File: config.mk
export PLATFORM = sky130hd
export DESIGN_NAME = asr_seq
export DESIGN_NICKNAME = d
export VERILOG_FILES = /design/src/verilog/asr_pkg.sv /design/src/verilog/asr_seq.sv
export SDC_FILE = /design/constraint.sdc
export NUM_CORES = 1
export LEC_CHECK = 0
export ABC_AREA = 1
export CAP_MARGIN = 30
export CORE_MARGIN = 10
export CORE_UTILIZATION = 69
export DETAILED_ROUTE_END_ITERATION = 8
export DONT_BUFFER_PORTS = 1
export PLACE_DENSITY = 0.91
export SLEW_MARGIN = 25
export SYNTH_ARGS = -nofsm -noshare
export SYNTH_HDL_FRONTEND = slang
export SYNTH_SLANG_ARGS = --single-unit
File: constraint.sdc
create_clock -name clock -period 4.27 [get_ports clock]
set_clock_uncertainty 0.2 [all_clocks]
set_input_delay 0.2135 -clock clock [delete_from_list [all_inputs] [get_ports clock]]
set_output_delay 0.2135 -clock clock [all_outputs]
set_load 0.01 [all_outputs]
File: src/verilog/asr_pkg.sv
// constants and types of the converter sequencer and result store
package asr_pkg;

   // ****************************************
   // register map
   // ****************************************
   localparam logic [11:0] ADDR_RES_BASE = 12'h2a0;
   localparam logic [11:0] ADDR_CTRL_A   = 12'h2b0;
   localparam logic [11:0] ADDR_CTRL_B   = 12'h2b1;
   localparam logic [11:0] ADDR_IRQ_STAT = 12'h2b2;
   localparam logic [11:0] ADDR_IRQ_MASK = 12'h2b3;

   // ****************************************
   // field positions
   // ****************************************
   localparam int A_START = 0;
   localparam int A_SCAN  = 3;
   localparam int A_REP   = 4;
   localparam int A_ITM   = 5;
   localparam int A_BUSY  = 6;
   localparam int A_DONE  = 7;
   localparam int B_SEL   = 0;
   localparam int B_TRGEN = 5;
   localparam int B_SRE   = 6;

   // ****************************************
   // reset values and timing
   // ****************************************
   localparam logic [7:0] RST_RDATA    = 8'h00;
   localparam logic [2:0] RST_SEL      = 3'h0;
   localparam int         RES_W        = 10;
   localparam int         CONV_STATES  = 84;
   localparam int         STATE_CYCLES = 1;
   localparam logic [6:0] CONV_LAST    =
      7'(CONV_STATES * STATE_CYCLES - 1);
   localparam logic [1:0] IRQ_EVERY    = 2'h3;

   typedef enum logic [2:0]
   {
      ST_IDLE = 3'b001,
      ST_CONV = 3'b010,
      ST_HALT = 3'b100
   } asr_fsm_t;

   typedef struct packed
   {
      asr_fsm_t               fsm;
      logic [6:0]             cnt;
      logic [2:0]             chan;
      logic [1:0]             rot;
      logic [1:0]             icnt;
      logic                   rep_run;
      logic                   trig_prev;
      logic                   done;
      logic                   itm;
      logic                   rep;
      logic                   scan;
      logic                   sre;
      logic                   trg_en;
      logic [2:0]             sel;
      logic [3:0][RES_W-1:0]  res;
      logic [3:0]             flag;
      logic                   irq_stat;
      logic                   irq_mask;
      logic                   irq;
      logic [7:0]             rdata;
   } asr_state_t;

endpackage

File: src/verilog/asr_seq.sv
// sequencer, mode control and result store of the 8-input converter
//
// Behaviour
// scan repeat: rescan forever, set done and irq per scan, busy stays
// repeat cleared: finish current conversion, then stop, busy 0
// light standby without run enable, deep idle, stop: halt at once
// halt released in repeat mode: restart from sequence start
// halt released in single mode: stay stopped
// one conversion takes 84 peripheral states
// result pairs are read-only; writes ignored
// fixed repeat with interval 1: results rotate pairs 0,1,2,3
// otherwise channel n and n+4 store into pair n
// storing a result sets that pair's stored flag, bit 0 low byte
// reading either byte of a pair clears its stored flag
// reading any result clears the done flag
// fixed repeat: irq every conversion, or every fourth with interval 1
// start bit or enabled trigger falling edge starts; busy set
// trigger falling edge during conversion is ignored
// start bit during conversion aborts and restarts
// scan: select 0-3 scans from 0, select 4-7 scans from 4
// single mode end: set done, clear busy, one irq
`timescale 1ns/1ps

module asr_seq
   import asr_pkg::*;
(
   input  wire logic             clock,
   input  wire logic             rst_n,
   input  wire logic [11:0]      addr,
   input  wire logic [7:0]       wdata,
   input  wire logic             wr_en,
   input  wire logic             rd_en,
   output logic      [7:0]       rdata,
   output logic                  conv_end_irq,
   input  wire logic             ext_trigger_pin,
   input  wire logic             light_standby,
   input  wire logic             deep_idle,
   input  wire logic             stop_mode,
   input  wire logic [RES_W-1:0] adc_sample,
   output logic      [2:0]       input_select,
   output logic                  sample_active
);

   // ****************************************
   // decode and events
   // ****************************************
   asr_state_t s_q;
   asr_state_t s_d;
   logic       halt;
   logic       fall;
   logic       start_wr;
   logic       start_req;
   logic       comp;
   logic       res_hit;
   logic       res_rd;
   logic [1:0] wpair;
   logic       last_chan;

   assign halt      = (light_standby & ~s_q.sre) | deep_idle | stop_mode;
   assign fall      = s_q.trig_prev & ~ext_trigger_pin;
   assign start_wr  = wr_en & (addr == ADDR_CTRL_A) & wdata[A_START];
   assign start_req = start_wr | (s_q.trg_en & fall);
   assign comp      = (s_q.fsm == ST_CONV) & ~halt & ~start_wr
                      & (s_q.cnt == CONV_LAST);
   assign res_hit   = addr[11:3] == ADDR_RES_BASE[11:3];
   assign res_rd    = rd_en & res_hit;
   // rotation only for fixed repeat with interval 1
   assign wpair     = (s_q.rep_run & ~s_q.scan & s_q.itm) ?
                      s_q.rot : s_q.chan[1:0]; // see
   assign last_chan = s_q.chan[1:0] == s_q.sel[1:0];

   // first channel of a sequence; repeat mode latched here
   function automatic asr_state_t seq_start(input asr_state_t st);
      asr_state_t r;
      r         = st;
      r.fsm     = ST_CONV;
      r.cnt     = 7'h00;
      r.chan    = st.scan ? {st.sel[2], 2'b00} : st.sel;
      r.rot     = 2'h0;
      r.icnt    = 2'h0;
      r.rep_run = st.rep;
      return r;
   endfunction

   // ****************************************
   // next state
   // ****************************************
   always_comb
   begin
      s_d           = s_q;
      s_d.rdata     = RST_RDATA;
      s_d.trig_prev = ext_trigger_pin;

      if (wr_en)
      begin
         unique case (addr)
            ADDR_CTRL_A:
            begin
               s_d.itm  = wdata[A_ITM];
               s_d.rep  = wdata[A_REP];
               s_d.scan = wdata[A_SCAN];
            end
            ADDR_CTRL_B:
            begin
               s_d.sre    = wdata[B_SRE];
               s_d.trg_en = wdata[B_TRGEN];
               s_d.sel    = wdata[B_SEL +: 3];
            end
            ADDR_IRQ_STAT: s_d.irq_stat = s_q.irq_stat & ~wdata[0];
            ADDR_IRQ_MASK: s_d.irq_mask = wdata[0];
            default: ; // result pairs take no writes, see
         endcase
      end

      if (rd_en)
      begin
         if (res_hit)
         begin
            s_d.flag[addr[2:1]] = 1'b0;
            s_d.done            = 1'b0;
            if (addr[0])
               s_d.rdata = s_q.res[addr[2:1]][RES_W-1:2];
            else
               s_d.rdata = {s_q.res[addr[2:1]][1:0], 5'h1f,
                            s_q.flag[addr[2:1]]};
         end
         else
         begin
            unique case (addr)
               ADDR_CTRL_A:   s_d.rdata = {s_q.done,
                                  s_q.fsm != ST_IDLE, s_q.itm, s_q.rep,
                                  s_q.scan, 3'h0};
               ADDR_CTRL_B:   s_d.rdata = {1'b0, s_q.sre, s_q.trg_en,
                                  2'h0, s_q.sel};
               ADDR_IRQ_STAT: s_d.rdata = {7'h00, s_q.irq_stat};
               ADDR_IRQ_MASK: s_d.rdata = {7'h00, s_q.irq_mask};
               default:       s_d.rdata = RST_RDATA;
            endcase
         end
      end

      unique case (s_q.fsm)
         ST_IDLE:
         begin
            // a halted converter takes no start
            if (start_req & ~halt)
               s_d = seq_start(s_d);
         end
         ST_CONV:
         begin
            if (halt)
               // only repeat work survives the halt; see see
               s_d.fsm = s_q.rep_run ? ST_HALT : ST_IDLE;
            else if (start_wr)
               s_d = seq_start(s_d);
            else if (comp)
            begin
               s_d.res[wpair]  = adc_sample;
               s_d.flag[wpair] = 1'b1; // set beats read clear, see
               s_d.done        = 1'b1;
               s_d.cnt         = 7'h00;
               if (s_q.rep_run & ~s_q.rep)
                  s_d.fsm = ST_IDLE;
               else if (s_q.scan)
               begin
                  if (!last_chan)
                  begin
                     s_d.done = s_q.done & ~res_rd;
                     s_d.chan = s_q.chan + 3'h1;
                  end
                  else
                  begin
                     s_d.irq_stat = 1'b1; // see
                     if (s_q.rep_run)
                        s_d.chan = {s_q.sel[2], 2'b00};
                     else
                        s_d.fsm = ST_IDLE;
                  end
               end
               else if (s_q.rep_run)
               begin
                  s_d.rot  = s_q.rot + 2'h1;
                  s_d.icnt = s_q.icnt + 2'h1;
                  if (!s_q.itm | (s_q.icnt == IRQ_EVERY))
                     s_d.irq_stat = 1'b1;
               end
               else
               begin
                  s_d.irq_stat = 1'b1;
                  s_d.fsm      = ST_IDLE;
               end
            end
            else
               s_d.cnt = s_q.cnt + 7'h01; // trigger ignored, see
         end
         ST_HALT:
         begin
            if (!halt)
            begin
               if (s_q.rep)
                  s_d = seq_start(s_d);
               else
                  s_d.fsm = ST_IDLE;
            end
         end
      endcase

      s_d.irq = s_d.irq_stat & s_d.irq_mask;
   end

   // ****************************************
   // state register
   // ****************************************
   always_ff @(posedge clock or negedge rst_n)
   begin
      if (!rst_n)
      begin
         s_q      <= '0;
         s_q.fsm  <= ST_IDLE;
         s_q.sel  <= RST_SEL;
      end
      else
         s_q <= s_d;
   end

   assign rdata         = s_q.rdata;
   assign conv_end_irq  = s_q.irq;
   assign input_select  = s_q.chan;
   assign sample_active = s_q.fsm[1];
endmodule // asr_seq

* Yosys cells after proc, flatten, opt, wreduce, memory -nomap -nowiden
Cells that the tools add are included.
Word-level totals: memories 0, register bits 83, memory bits (read-only) 0, bits of input ports 38, latch bits 0, logic and storage cells 162, output and inout bits 13, bits in writable memories 0
Operators by class: $lt $le $gt $ge 4, eq/ne operators 27, add/sub/neg operators 4, $mul 0, mux-type cells 62, bitwise operators 33, shifts and indexed selects 0, reduce and logical (&&, ||, !) cells 9, divide/modulo/power cells 0
Operator list (count):
- $pmux W83 S3 | 1
- $mux W83 | 2
- $mux W80 | 2
- $mux W45 | 2
- $eq A12 B10 Y1 const B | 4
- $bwmux W40 | 1
- $mux W3 | 11
- $mux W8 | 4
- $pmux W8 S4 | 1
- $mux W7 | 3
- $bmux W10 S2 | 1
- $demux W10 S2 | 1
- $mux W10 | 2
- $mux W1 | 17
- $mux W17 | 1
- $and A1 B1 Y1 | 16
- $mux W4 | 4
- $reduce_and A8 Y1 | 2
- $ne A3 B3 Y1 const B | 5
- $ne A2 B2 Y1 const B | 7
- $mux W2 | 5
- $not A1 Y1 | 10
- $reduce_and A5 Y1 | 2
- $eq A9 B7 Y1 const B | 1
- other kinds (24) | 34

* Depth between registers and ports, before layout
Gate-level depths: netlist of run 1.
depth in word-level cells 14, depth in mapped cells 13, gate-level depth less buffers 12

* Worst setup path before layout of run 1
No wires, ideal clock.
path type reg-to-reg, start point reg s_q[59] in the netlist's numbering, end point reg s_q, in the netlist input_select[2], required time 3.953 ns, data arrival time 1.435 ns, cell stages (with the launch flop) 13, path buffers 0, period minus slack after synthesis 1.752 ns, setup time 0.117 ns, slack 2.518 ns, cell sequence dfrtp_1 inv_1 nand2_1 nand2_1 inv_1 a21oi_1 nand2_2 nand2_4 clkinv_4 nand2_4 nand2_4 nand2_1 nand2_1
On the way: cells in the longest elaborated chain, start to end 10, elaborated cells between the ends (all ways) 14, classes of those cells 4 x eq/ne; 9 x bitwise; 1 x reduce/logical
Ends and longest elaborated chain:
- from (decl) | line asr_seq.sv:47 | asr_state_t s_q;
- $not A1 Y1 (*) | line asr_seq.sv:59 | assign halt = (light_standby & ~s_q.sre) | deep_idle | stop_mode;
- $and A1 B1 Y1 (*) | line asr_seq.sv:59
- $or A1 B1 Y1 (*) (2 in series) | line asr_seq.sv:59
- $not A1 Y1 | line asr_seq.sv:63, asr_seq.sv:146
- $and A1 B1 Y1 (2 in series) | line asr_seq.sv:63 | assign comp = (s_q.fsm == ST_CONV) & ~halt & ~start_wr
- $and A1 B1 Y1 | line asr_seq.sv:64 | & (s_q.cnt == CONV_LAST);
- $ne A3 B3 Y1 (no source line)
- $reduce_and A8 Y1 (no source line) (*)
Every way passes the cells marked *; elsewhere a longest branch is shown, timed or not. A chain may end at the register's enable or synchronous reset.

* Worst setup path in the final report of run 1
start point reg s_q[59] in the netlist's numbering, end point reg s_q[37] in the netlist's numbering
On the way: cells in the longest elaborated chain, start to end 10, elaborated cells between the ends (all ways) 11, classes of those cells 2 x eq/ne; 8 x bitwise; 1 x reduce/logical
Ends and longest elaborated chain (line):
- $not A1 Y1 (*) | asr_seq.sv:59
- $and A1 B1 Y1 (*) | asr_seq.sv:59
- $or A1 B1 Y1 (*) (2 in series) | asr_seq.sv:59
- $not A1 Y1 | asr_seq.sv:63
- $and A1 B1 Y1 (2 in series) | asr_seq.sv:63
- $and A1 B1 Y1 | asr_seq.sv:64
- $ne A2 B2 Y1 (no source line)
- $reduce_and A5 Y1 (no source line) (*)
Marked as above.

==> reports/qor.txt, run 1 <==
status - finished, final reports clean
synthesized area - 4800 sq um
Initial Util - 70.6%
Crit path max-delay family - compound AO/OA/AOI/OAI gates
Synth Area in Compound Gates - 11.4%
initial antenna violation count - 0
syn nets - 707
combinational share of power - 25.1%
final wirelength - 12.8 mm
Arr. time, crit path - 2.79 ns
drt drc - 0
#FFs+latches synth - 83
Worst-Margin Slew - 0.922 ns
Clock Tree Root - clkbuf_8
utilization after layout - 77.7%
Mapped Cells - 666
Post-synth EDFFs - 0
first-pass GRT wire length - 20.7 mm
routing usage on met1 - 32.6%
share of the synthesized area in the top cell type - 42.8%
Post-synth ARST share - 100%
Cell Area, Placed - 4760 sq um
num rows - 30
Netlist cell types - 41
Seq/Total Area, Yosys - 43.3%
worst path buffer plus inverter count - 3
TNS Setup - 0 ns
layer with the highest usage - met2
die width - 103 um
number of global-route vias before repair - 4286
Total Power - 1.91 mW
main combinational cell family by area after synthesis - simple AND/OR/NAND/NOR gates
post_cts resized - 0
register area - 2080 sq um
GR Util All Layers - 24.5%
Final Max Slew Viols - 0
final hold vios - 0
commonest non-fill, non-tap cells in the layout - nand2_1, dfrtp_1, o21ai_0, inv_1, nand3_1
Synth Flop Type - dfrtp_1
area delta synth->final - 10.1%
Flop pwr share - 44.3%
Sw Share - 34.8%
Synth warnings - 0
core area - 6790 sq um
Post-Synth Adder-Cell Area - 0.782%
worst reg-to-reg setup slack - 1.58 ns
floorplan die height - 103 um
area of the multi-input gates - 2300 sq um
hpwl dp - 8.40 mm
CP max FO - 40
critical path class - reg -> reg
max_cap viols - 0
number of setup buffers added after CTS - 0
count of final setup violators - 0
largest net degree at the start of global routing - 84
Pwr per Cell Area - 361 nW/um^2
post-DR vias/cell - 6.00
cell taking the most area after synthesis - dfrtp_1
startpoint types - flop
RSZ-0062 raised after global routing - false
vias post-DR - 4689
Final Cycle Share - 63.0%
Design Area, Final - 5280 sq um
# hold bufs at CTS - 31
Total Nets Final - 721
maximum VDD drop - 195 uV
XOR/XNOR share of the synthesized area - 1.10%
GR Layer Usage met2 - 37.0%
synth top area cells - dfrtp_1, nand2_1, o21ai_0, inv_1, nand3_1
CTS clk-pin slew, worst paths - 0.09 ns
clk_lat worst skew - 0.36 ns
Slew Limit Headroom - 38.4%
Clock power frac - 30.6%
Synth Area in Simple Gates - 34.4%
CTS buffer count - 9
drt wl/cell - 16.4 um
ANT nets after route - 0
M3 GR Usage - 4.72%
Switch Pwr - 0.663 mW
mux contribution to synthesized area - 0.235%
CP Cell Sequence - inv_1 -> nand2_1 -> nand2_1 -> inv_1 -> nand3_4 -> nor2_4 -> buf_4 -> o21bai_4 -> nand2_1 -> nand2_1
cell-internal power - 1.24 mW
CTS tree - built
P_leak - 2.73 nW
crit path time final - 2.69 ns
Hold WS - 0.0226 ns
clk sink count - 83
Die Footprint - 10700 sq um
Routability Congestion - 0.914
# port buffers - 0
Largest stage delay, worst path - 0.76 ns
most common library cell in the layout ignoring fill and taps - nand2_1
hold crit path type - in -> reg
share of cells above drive strength 1 - 5.56%
first-pass detailed-route iteration total - 5
cell mode on critical path - nand2_1
CTS max path bufs - 2
crit end category - flop
Initial DRC Count - 556
Syn Area/Cell - 7.20 sq um
CP Data Required Time - 4.38 ns
maximum clock frequency - 0.372 GHz
Crit-path slowest cell - o21bai_4
total congestion overflow - 0
Top Ports - 51
fillcell total - 455
H-Tree Depth - 3
==> cells by family (layout without fill, tap and decap cells) <==
group	count (synthesis)	in the layout
AOI/OAI and AO/OA	97	97
other	0	1
adders and majority gates	3	3
DFF	83	83
and+or+nand+nor	381	381
buffers and inverters	95	113
xor gates and xnor gates	6	6
muxes	1	1
==> final timing paths <==
check                              from       end  cells after the start
worst max-delay path            s_q[59]   s_q[37]                     10
worst min-delay path              rd_en  rdata[7]                      4
worst max register to register  s_q[59]   s_q[37]                     10
worst min register to register  s_q[20]   s_q[20]                      2
max in group asynchronous         rst_n   s_q[80]                      2
min in group asynchronous         rst_n   s_q[17]                      2
==> final cells by class <==
type | instances | share of cell area [%]
Tap cell | 96 | 2.27
Timing Repair Buffer | 32 | 6.35
Clock buffer | 13 | 3.01
Sequential cell | 83 | 39.4
Inverter | 66 | 4.79
Clock inverter | 2 | 0.663
Multi-Input combinational cell | 488 | 43.5
Antenna cell | 1 | 0.0474
==> tightest hold or removal path, delay by kind of cell <==
kind / cells / cell delay, ns
AND/OR/NAND/NOR: 1 / 0.06
AO/OA/AOI/OAI: 1 / 0.15
buffers and inverters: 2 / 0.11
==> metrics by stage <==
step	setup slack, ns	std cells
3_3_place_gp	1.73	734
2_1_floorplan	2.52	666
3_5_place_dp	1.64	734
6_report	1.58	781
5_1_grt	1.40	780
4_1_cts	1.62	780
==> state kept, by name (all words and copies together) (netlist names) <==
signal	count
s_q	70
rdata	8
input_select	3
conv_end_irq	1
sample_active	1
==> synthesized netlist by cell type (all sizes together) (3+ instances only) <==
library cell / instances
xnor2: 4
dfrtp: 82
inv: 64
nor3: 12
a21oi: 8
o22ai: 5
nand2: 271
nor2: 43
buf: 20
nand3: 42
ha: 3
nand4: 9
clkbuf: 9
o21ai: 69
o211ai: 4
==> power groups by stage <==
stage / Sequential, mW / Combinational [mW] / Clock, mW
after floorplan: 0.853 / 0.359 / 0
after global placement: 0.859 / 0.416 / 0
after detailed placement: 0.860 / 0.433 / 0
after CTS: 0.844 / 0.472 / 0.580
after global routing: 0.847 / 0.519 / 0.612
final: 0.844 / 0.479 / 0.583
==> per-layer routing <==
metal	up-vias	wire, um
li1	2154	-
met1	2162	5040
met2	309	5840
met3	64	1430
met4	0	504
met5	-	0
(Power assumes the default switching activity.)
==> run 2: changes to the inputs <==
CORE_UTILIZATION = 58   (was 69)
PLACE_DENSITY = 0.82   (was 0.91)
clock period = 2.4 ns   (was 4.27 ns; I/O delays follow)
==> reports/qor.txt, run 2 (synthesized netlist as in run 1, its figures left out) <==
Arr. time, crit path - 2.29 ns (-0.50 ns)
floorplan die height - 111 um (+7.3%)
area delta synth->final - 14.5%
CP max FO - 33 (-18%)
worst path buffer plus inverter count - 4 (+1)
critical path class - reg -> reg
clk_lat worst skew - 0.36 ns (about the same)
Worst-Margin Slew - 0.578 ns (-0.345 ns)
Ant. Diodes - 0 (-1)
startpoint types - flop
Crit-path slowest cell - dfrtp_1
core area - 8130 sq um (+20%)
Initial DRC Count - 546 (-1.8%)
number of cells after detailed placement - 753 (+2.6%)
hold crit path type - in -> reg
largest net degree at the start of global routing - 84 (unchanged)
drt drc - 0 (unchanged)
first-pass detailed-route iteration total - 7 (+2)
share of cells above drive strength 1 - 7.56% (+2.0 points)
crit path time final - 2.19 ns (-0.498 ns)
clk sink count - 83 (unchanged)
area of the multi-input gates - 2320 sq um (+0.82%)
ANT nets after route - 0 (unchanged)
Slew Limit Headroom - 61.0% (+23 points)
Reg with most FFs - s_q
CTS clk-pin slew, worst paths - 0.08 ns (about the same)
RSZ-0062 raised after global routing - false
register area - 2080 sq um (unchanged)
# port buffers - 0 (unchanged)
Routability Congestion - 0.923 (+0.94%)
total congestion overflow - 0 (unchanged)
Initial Util - 59.0% (-12 points)
number of global-route vias before repair - 4505 (+5.1%)
maximum VDD drop - 411 uV (+110%)
fillcell total - 622 (+37%)
crit end category - flop
count of final setup violators - 0 (unchanged)
first-pass GRT wire length - 22.1 mm (+6.6%)
FF-to-FF Start - s_q[59]
CTS tree - built
CTS buffer count - 9 (unchanged)
Final Cycle Share - 91.2% (+28 points)
max_cap viols - 0 (unchanged)
drt wl/cell - 16.7 um (+1.6%)
Top Ports - 51 (unchanged)
Final Instance Count excl. Fillers - 806 (+3.2%)
Critical path origin - s_q[59]
P_leak - 2.83 nW (+3.8%)
die width - 111 um (+7.3%)
most common library cell in the layout ignoring fill and taps - nand2_1
final wirelength - 13.4 mm (+4.8%)
Die Footprint - 12300 sq um (+15%)
maximum clock frequency - 0.457 GHz (+23%)
vias post-DR - 4660 (-0.62%)
H-Tree Depth - 3 (unchanged)
hpwl dp - 8.64 mm (+3.0%)
commonest non-fill, non-tap cells in the layout - nand2_1, dfrtp_1, o21ai_0, inv_1, nand3_1
utilization after layout - 67.5% (-10 points)
cell mode on critical path - nand2_1
final hold vios - 0 (unchanged)
max reg flops - 70 (unchanged)
Total Nets Final - 737 (+2.2%)
Largest stage delay, worst path - 0.40 ns (-0.36 ns)
status - finished, final reports clean
Pwr per Cell Area - 675 nW/um^2 (+87%)
TNS Setup - 0 ns (unchanged)
CP Cell Sequence - inv_1 -> nand2_1 -> nand2_1 -> inv_2 -> nand3_4 -> nor2_4 -> buf_4 -> buf_6 -> nand2_1 -> nand2_1
Clock Tree Root - clkbuf_8
post-DR vias/cell - 5.78 (-3.7%)
CTS max path bufs - 2 (unchanged)
Final Max Slew Viols - 0 (unchanged)
num rows - 33 (+10%)
GR Util All Layers - 21.3% (-3.2 points)
CP Data Required Time - 2.50 ns (-1.88 ns)
Crit path max-delay family - buffers and inverters
initial antenna violation count - 0 (unchanged)
min-delay src - addr[2]
-- run 2: cell count changes in the layout (fill, tap and decap cells not counted) --
cell           before  now
clkinv_4            1    3
diode_2             1    0
clkbuf_8           11   10
bufinv_16           1    3
inv_2               2    3
clkbuf_1            2    0
dlygate4sd3_1      30   35
buf_6               0    1
buf_4               1   10
o21bai_4            1    2
inv_1              62   61
-- run 2: timing repair --
action                                  4_1_cts  5_1_grt
gates resized for setup                       0        3
hold endpoints to repair                    152        0
endpoints found under the setup margin        0       41
setup buffers                                 0        0
hold buffers                                 36        0
-- run 2: worst paths after layout --
kind                             to  slack [ns]  cells after the start
max in group asynchronous  rdata[1]        1.54                      2
min in group asynchronous   s_q[25]        0.10                      2
hold reg to reg             s_q[45]        0.30                      2
setup reg to reg            s_q[53]        0.21                     10
setup / recovery            s_q[53]        0.21                     10
hold / removal             rdata[3]        0.03                      5
-- run 2: worst reg2reg max path: cells and delay by family (launching register included) --
kind	cells	cell delay, ns
buffers and inverters	4	0.80
flip-flops	1	0.40
AND/OR/NAND/NOR	6	0.75
-- run 2: metrics by stage --
stage	hold WS [ns]	cell area (sq um)	setup WS, ns	total power, mW
CTS	0.00551	5470	0.0297	3.64
global route	0.0549	5490	0.0307	3.87
detailed placement	-0.372	4840	0.107	2.32
finish	0.0305	5490	0.210	3.71
global placement	-0.371	4840	0.202	2.29
floorplan	-0.376	4800	0.648	2.16
-- run 2: power by group --
group	internal (mW)	switching, mW	total [mW]
logic	0.265	0.684	0.949
registers	1.45	0.0530	1.50
clock network	0.722	0.535	1.26
-- run 2: routing by layer --
layer / vias to the layer above / global-route usage, % / share of wire (%)
met1: 2160 / 25.9 / 40
met4: 0 / 8.85 / 2.7
met3: 41 / 5.25 / 9.9
li1: 2188 / - / -
met5: - / 0 / 0
met2: 271 / 35.0 / 48
-- run 2: area by class of cell --
class,instances,share of cell area (%)
multi-input combinational,489,42.2
timing repair buffer,47,8.45
tap,105,2.39
inverter,66,4.60
sequential,83,37.8
clock inverter,6,2.05
clock buffer,10,2.51
==> run 3: changes to the inputs <==
ABC_AREA = default   (was 1)
CORE_UTILIZATION = 57   (was 58)
PLACE_DENSITY = 0.81   (was 0.82)
==> reports/qor.txt, run 3 <==
status - finished, final reports clean
CTS clk-pin slew, worst paths - 0.09 ns (about the same)
Cell Area, Placed - 4540 sq um (-6.2%)
CP max FO - 5 (-85%)
maximum VDD drop - 296 uV (-28%)
largest net degree at the start of global routing - 84 (unchanged)
fillcell total - 472 (-24%)
Clock Tree Root - clkbuf_8
CP Data Required Time - 2.44 ns (-0.06 ns)
final hold vios - 0 (unchanged)
main combinational cell family by area after synthesis - multiplexers
Post-Synth Adder-Cell Area - 0.856% (+0.074 points)
Mapped Cells - 401 (-40%)
Hold WS - 0.0433 ns (+0.0127 ns)
Arr. time, crit path - 2.42 ns (+0.13 ns)
Slew Limit Headroom - 64.6% (+3.7 points)
crit path time final - 2.38 ns (+0.190 ns)
worst path buffer plus inverter count - 1 (-3)
critical path class - reg -> reg
number of global-route vias before repair - 3576 (-21%)
P_leak - 2.56 nW (-9.4%)
core area - 7370 sq um (-9.4%)
register area - 2080 sq um (unchanged)
most common library cell in the layout ignoring fill and taps - dfrtp_1
Netlist cell types - 61 (+49%)
Synth Area in Compound Gates - 10.2% (-1.2 points)
Seq/Total Area, Yosys - 47.4% (+4.1 points)
syn nets - 442 (-37%)
first-pass GRT wire length - 18.5 mm (-16%)
ANT nets after route - 0 (unchanged)
max reg flops - 70 (unchanged)
Routability Congestion - 0.856 (-7.2%)
floorplan die height - 108 um (-2.9%)
Pwr per Cell Area - 724 nW/um^2 (+7.3%)
Design Area, Final - 5320 sq um (-3.2%)
area of the multi-input gates - 2210 sq um (-4.5%)
min-delay src - addr[4]
drt drc - 0 (unchanged)
Initial DRC Count - 323 (-41%)
Crit-path slowest cell - or4_4
final wirelength - 11.7 mm (-13%)
Syn Area/Cell - 10.9 sq um (+52%)
Synth Area in Simple Gates - 16.0% (-18 points)
GR Util All Layers - 20.0% (-1.3 points)
Crit path max-delay family - compound AO/OA/AOI/OAI gates
Top Ports - 51 (unchanged)
Final Cycle Share - 99.2% (+7.9 points)
drt wl/cell - 20.9 um (+26%)
FF-to-FF Start - s_q[73]
most common cell in the netlist - dfrtp_1
Critical path origin - s_q[73]
share of cells above drive strength 1 - 22.1% (+14 points)
utilization after layout - 72.1% (+4.6 points)
area delta synth->final - 21.3%
Post-synth top cells - dfrtp_1, nor2_1, mux2i_1
mux contribution to synthesized area - 19.9% (+20 points)
# port buffers - 0 (unchanged)
XOR/XNOR share of the synthesized area - 0.799% (-0.30 points)
maximum clock frequency - 0.420 GHz (-8.0%)
synthesized area - 4380 sq um (-8.6%)
cell taking the most area after synthesis - dfrtp_1
crit end category - flop
share of the synthesized area in the top cell type - 46.8% (+4.0 points)
RSZ-0062 raised after global routing - true
hold crit path type - in -> reg
synth top area cells - dfrtp_1, mux2i_1, mux4_2, nor2_1, mux2_2
first-pass detailed-route iteration total - 5 (-2)
Post-synth EDFFs - 0 (unchanged)
max_cap viols - 0 (unchanged)
hpwl dp - 7.46 mm (-14%)
commonest non-fill, non-tap cells in the layout - dfrtp_1, nor2_1, mux2i_1, dlygate4sd3_1, buf_4
count of final setup violators - 0 (unchanged)
Initial Util - 59.5% (+0.50 points)
CTS buffer count - 9 (unchanged)
Synth warnings - 0 (unchanged)
clk_lat worst skew - 0.37 ns (about the same)
Final Max Slew Viols - 0 (unchanged)
Synth Flop Type - dfrtp_1
post-DR vias/cell - 6.35 (+9.8%)
clk sink count - 83 (unchanged)
TNS Setup - 0 ns (unchanged)
initial antenna violation count - 0 (unchanged)
Reg with most FFs - s_q
#FFs+latches synth - 83 (unchanged)
vias post-DR - 3535 (-24%)
H-Tree Depth - 3 (unchanged)
CTS tree - built
Ant. Diodes - 0 (unchanged)
Largest stage delay, worst path - 0.45 ns (+0.05 ns)
CP Cell Sequence - ha_4 -> nand2b_4 -> or4_4 -> a311oi_4 -> o221ai_2 -> buf_4 -> o21ai_2 -> o221ai_1
num rows - 31 (-6.1%)
CTS max path bufs - 2 (unchanged)
Die Footprint - 11600 sq um (-5.8%)
die width - 108 um (-2.9%)
startpoint types - flop
Total Power - 3.85 mW (+3.8%)
Post-synth ARST share - 100% (unchanged)
Total Nets Final - 494 (-33%)
total congestion overflow - 0 (unchanged)
Worst-Margin Slew - 0.516 ns (-0.0621 ns)
[run 3: timing repair]
item                                   CTS  global route
setup endpoints to repair                9            58
hold buffers                            40             0
gates resized for setup                  3            20
setup buffers                            1             6
pin swaps                                1             7
endpoints found under the hold margin  156             0
[run 3: cell families after synthesis]
| logic type | count (synthesis) |
|---|---|
| compound gates | 64 |
| fa+ha+maj | 3 |
| flops | 83 |
| mux | 72 |
| xor+xnor | 4 |
| simple gates | 135 |
| buf+inv | 40 |
[run 3: path summary, 6_finish.rpt]
path | endpoint | slack, ns | depth (start not counted)
setup reg to reg | s_q[69] | 0.02 | 8
max in group asynchronous | s_q[57] | 1.54 | 2
min in group asynchronous | s_q[20] | 0.10 | 2
hold reg to reg | s_q[66] | 0.31 | 1
hold / removal | s_q[12] | 0.04 | 5
setup / recovery | s_q[69] | 0.02 | 8
[run 3: cell type report]
class                   instances  share of cell area (%)
inverters                      12                   0.847
well taps                      99                    2.33
clock buffers                   9                    2.33
multi-input cells             278                    41.6
flip-flops and latches         83                    39.1
clock inverters                 7                    1.44
repair buffers                 69                    12.3
[run 3: per-layer routing]
layer  vias up  global-route usage, %  part of all wire, %
li1       1542                      -                    -
met1      1740                   25.2                   39
met2       216                   31.0                   47
met3        37                   5.81                   10
met4         0                   9.26                  3.2
met5         -                      0                    0
[run 3: report_power, final]
group / switching, mW / internal [mW] / leakage, nW
combinational: 0.732 / 0.540 / 1.32
sequential: 0.0720 / 1.48 / 1.15
clock: 0.540 / 0.485 / 0.0958
[run 3: worst min-delay path, cell delays in order]
cell	delay, ns
nor2_1	0.02
buf_4	0.17
nand3_1	0.11
o21ai_0	0.08
o21ai_0	0.07
[run 3: metrics by stage]
step / setup WS (ns) / cells
detailed placement: -0.0513 / 495
global route: -0.0955 / 557
floorplan: 0.0649 / 401
global placement: 0.0257 / 495
finish: 0.0203 / 557
CTS: -0.0111 / 552
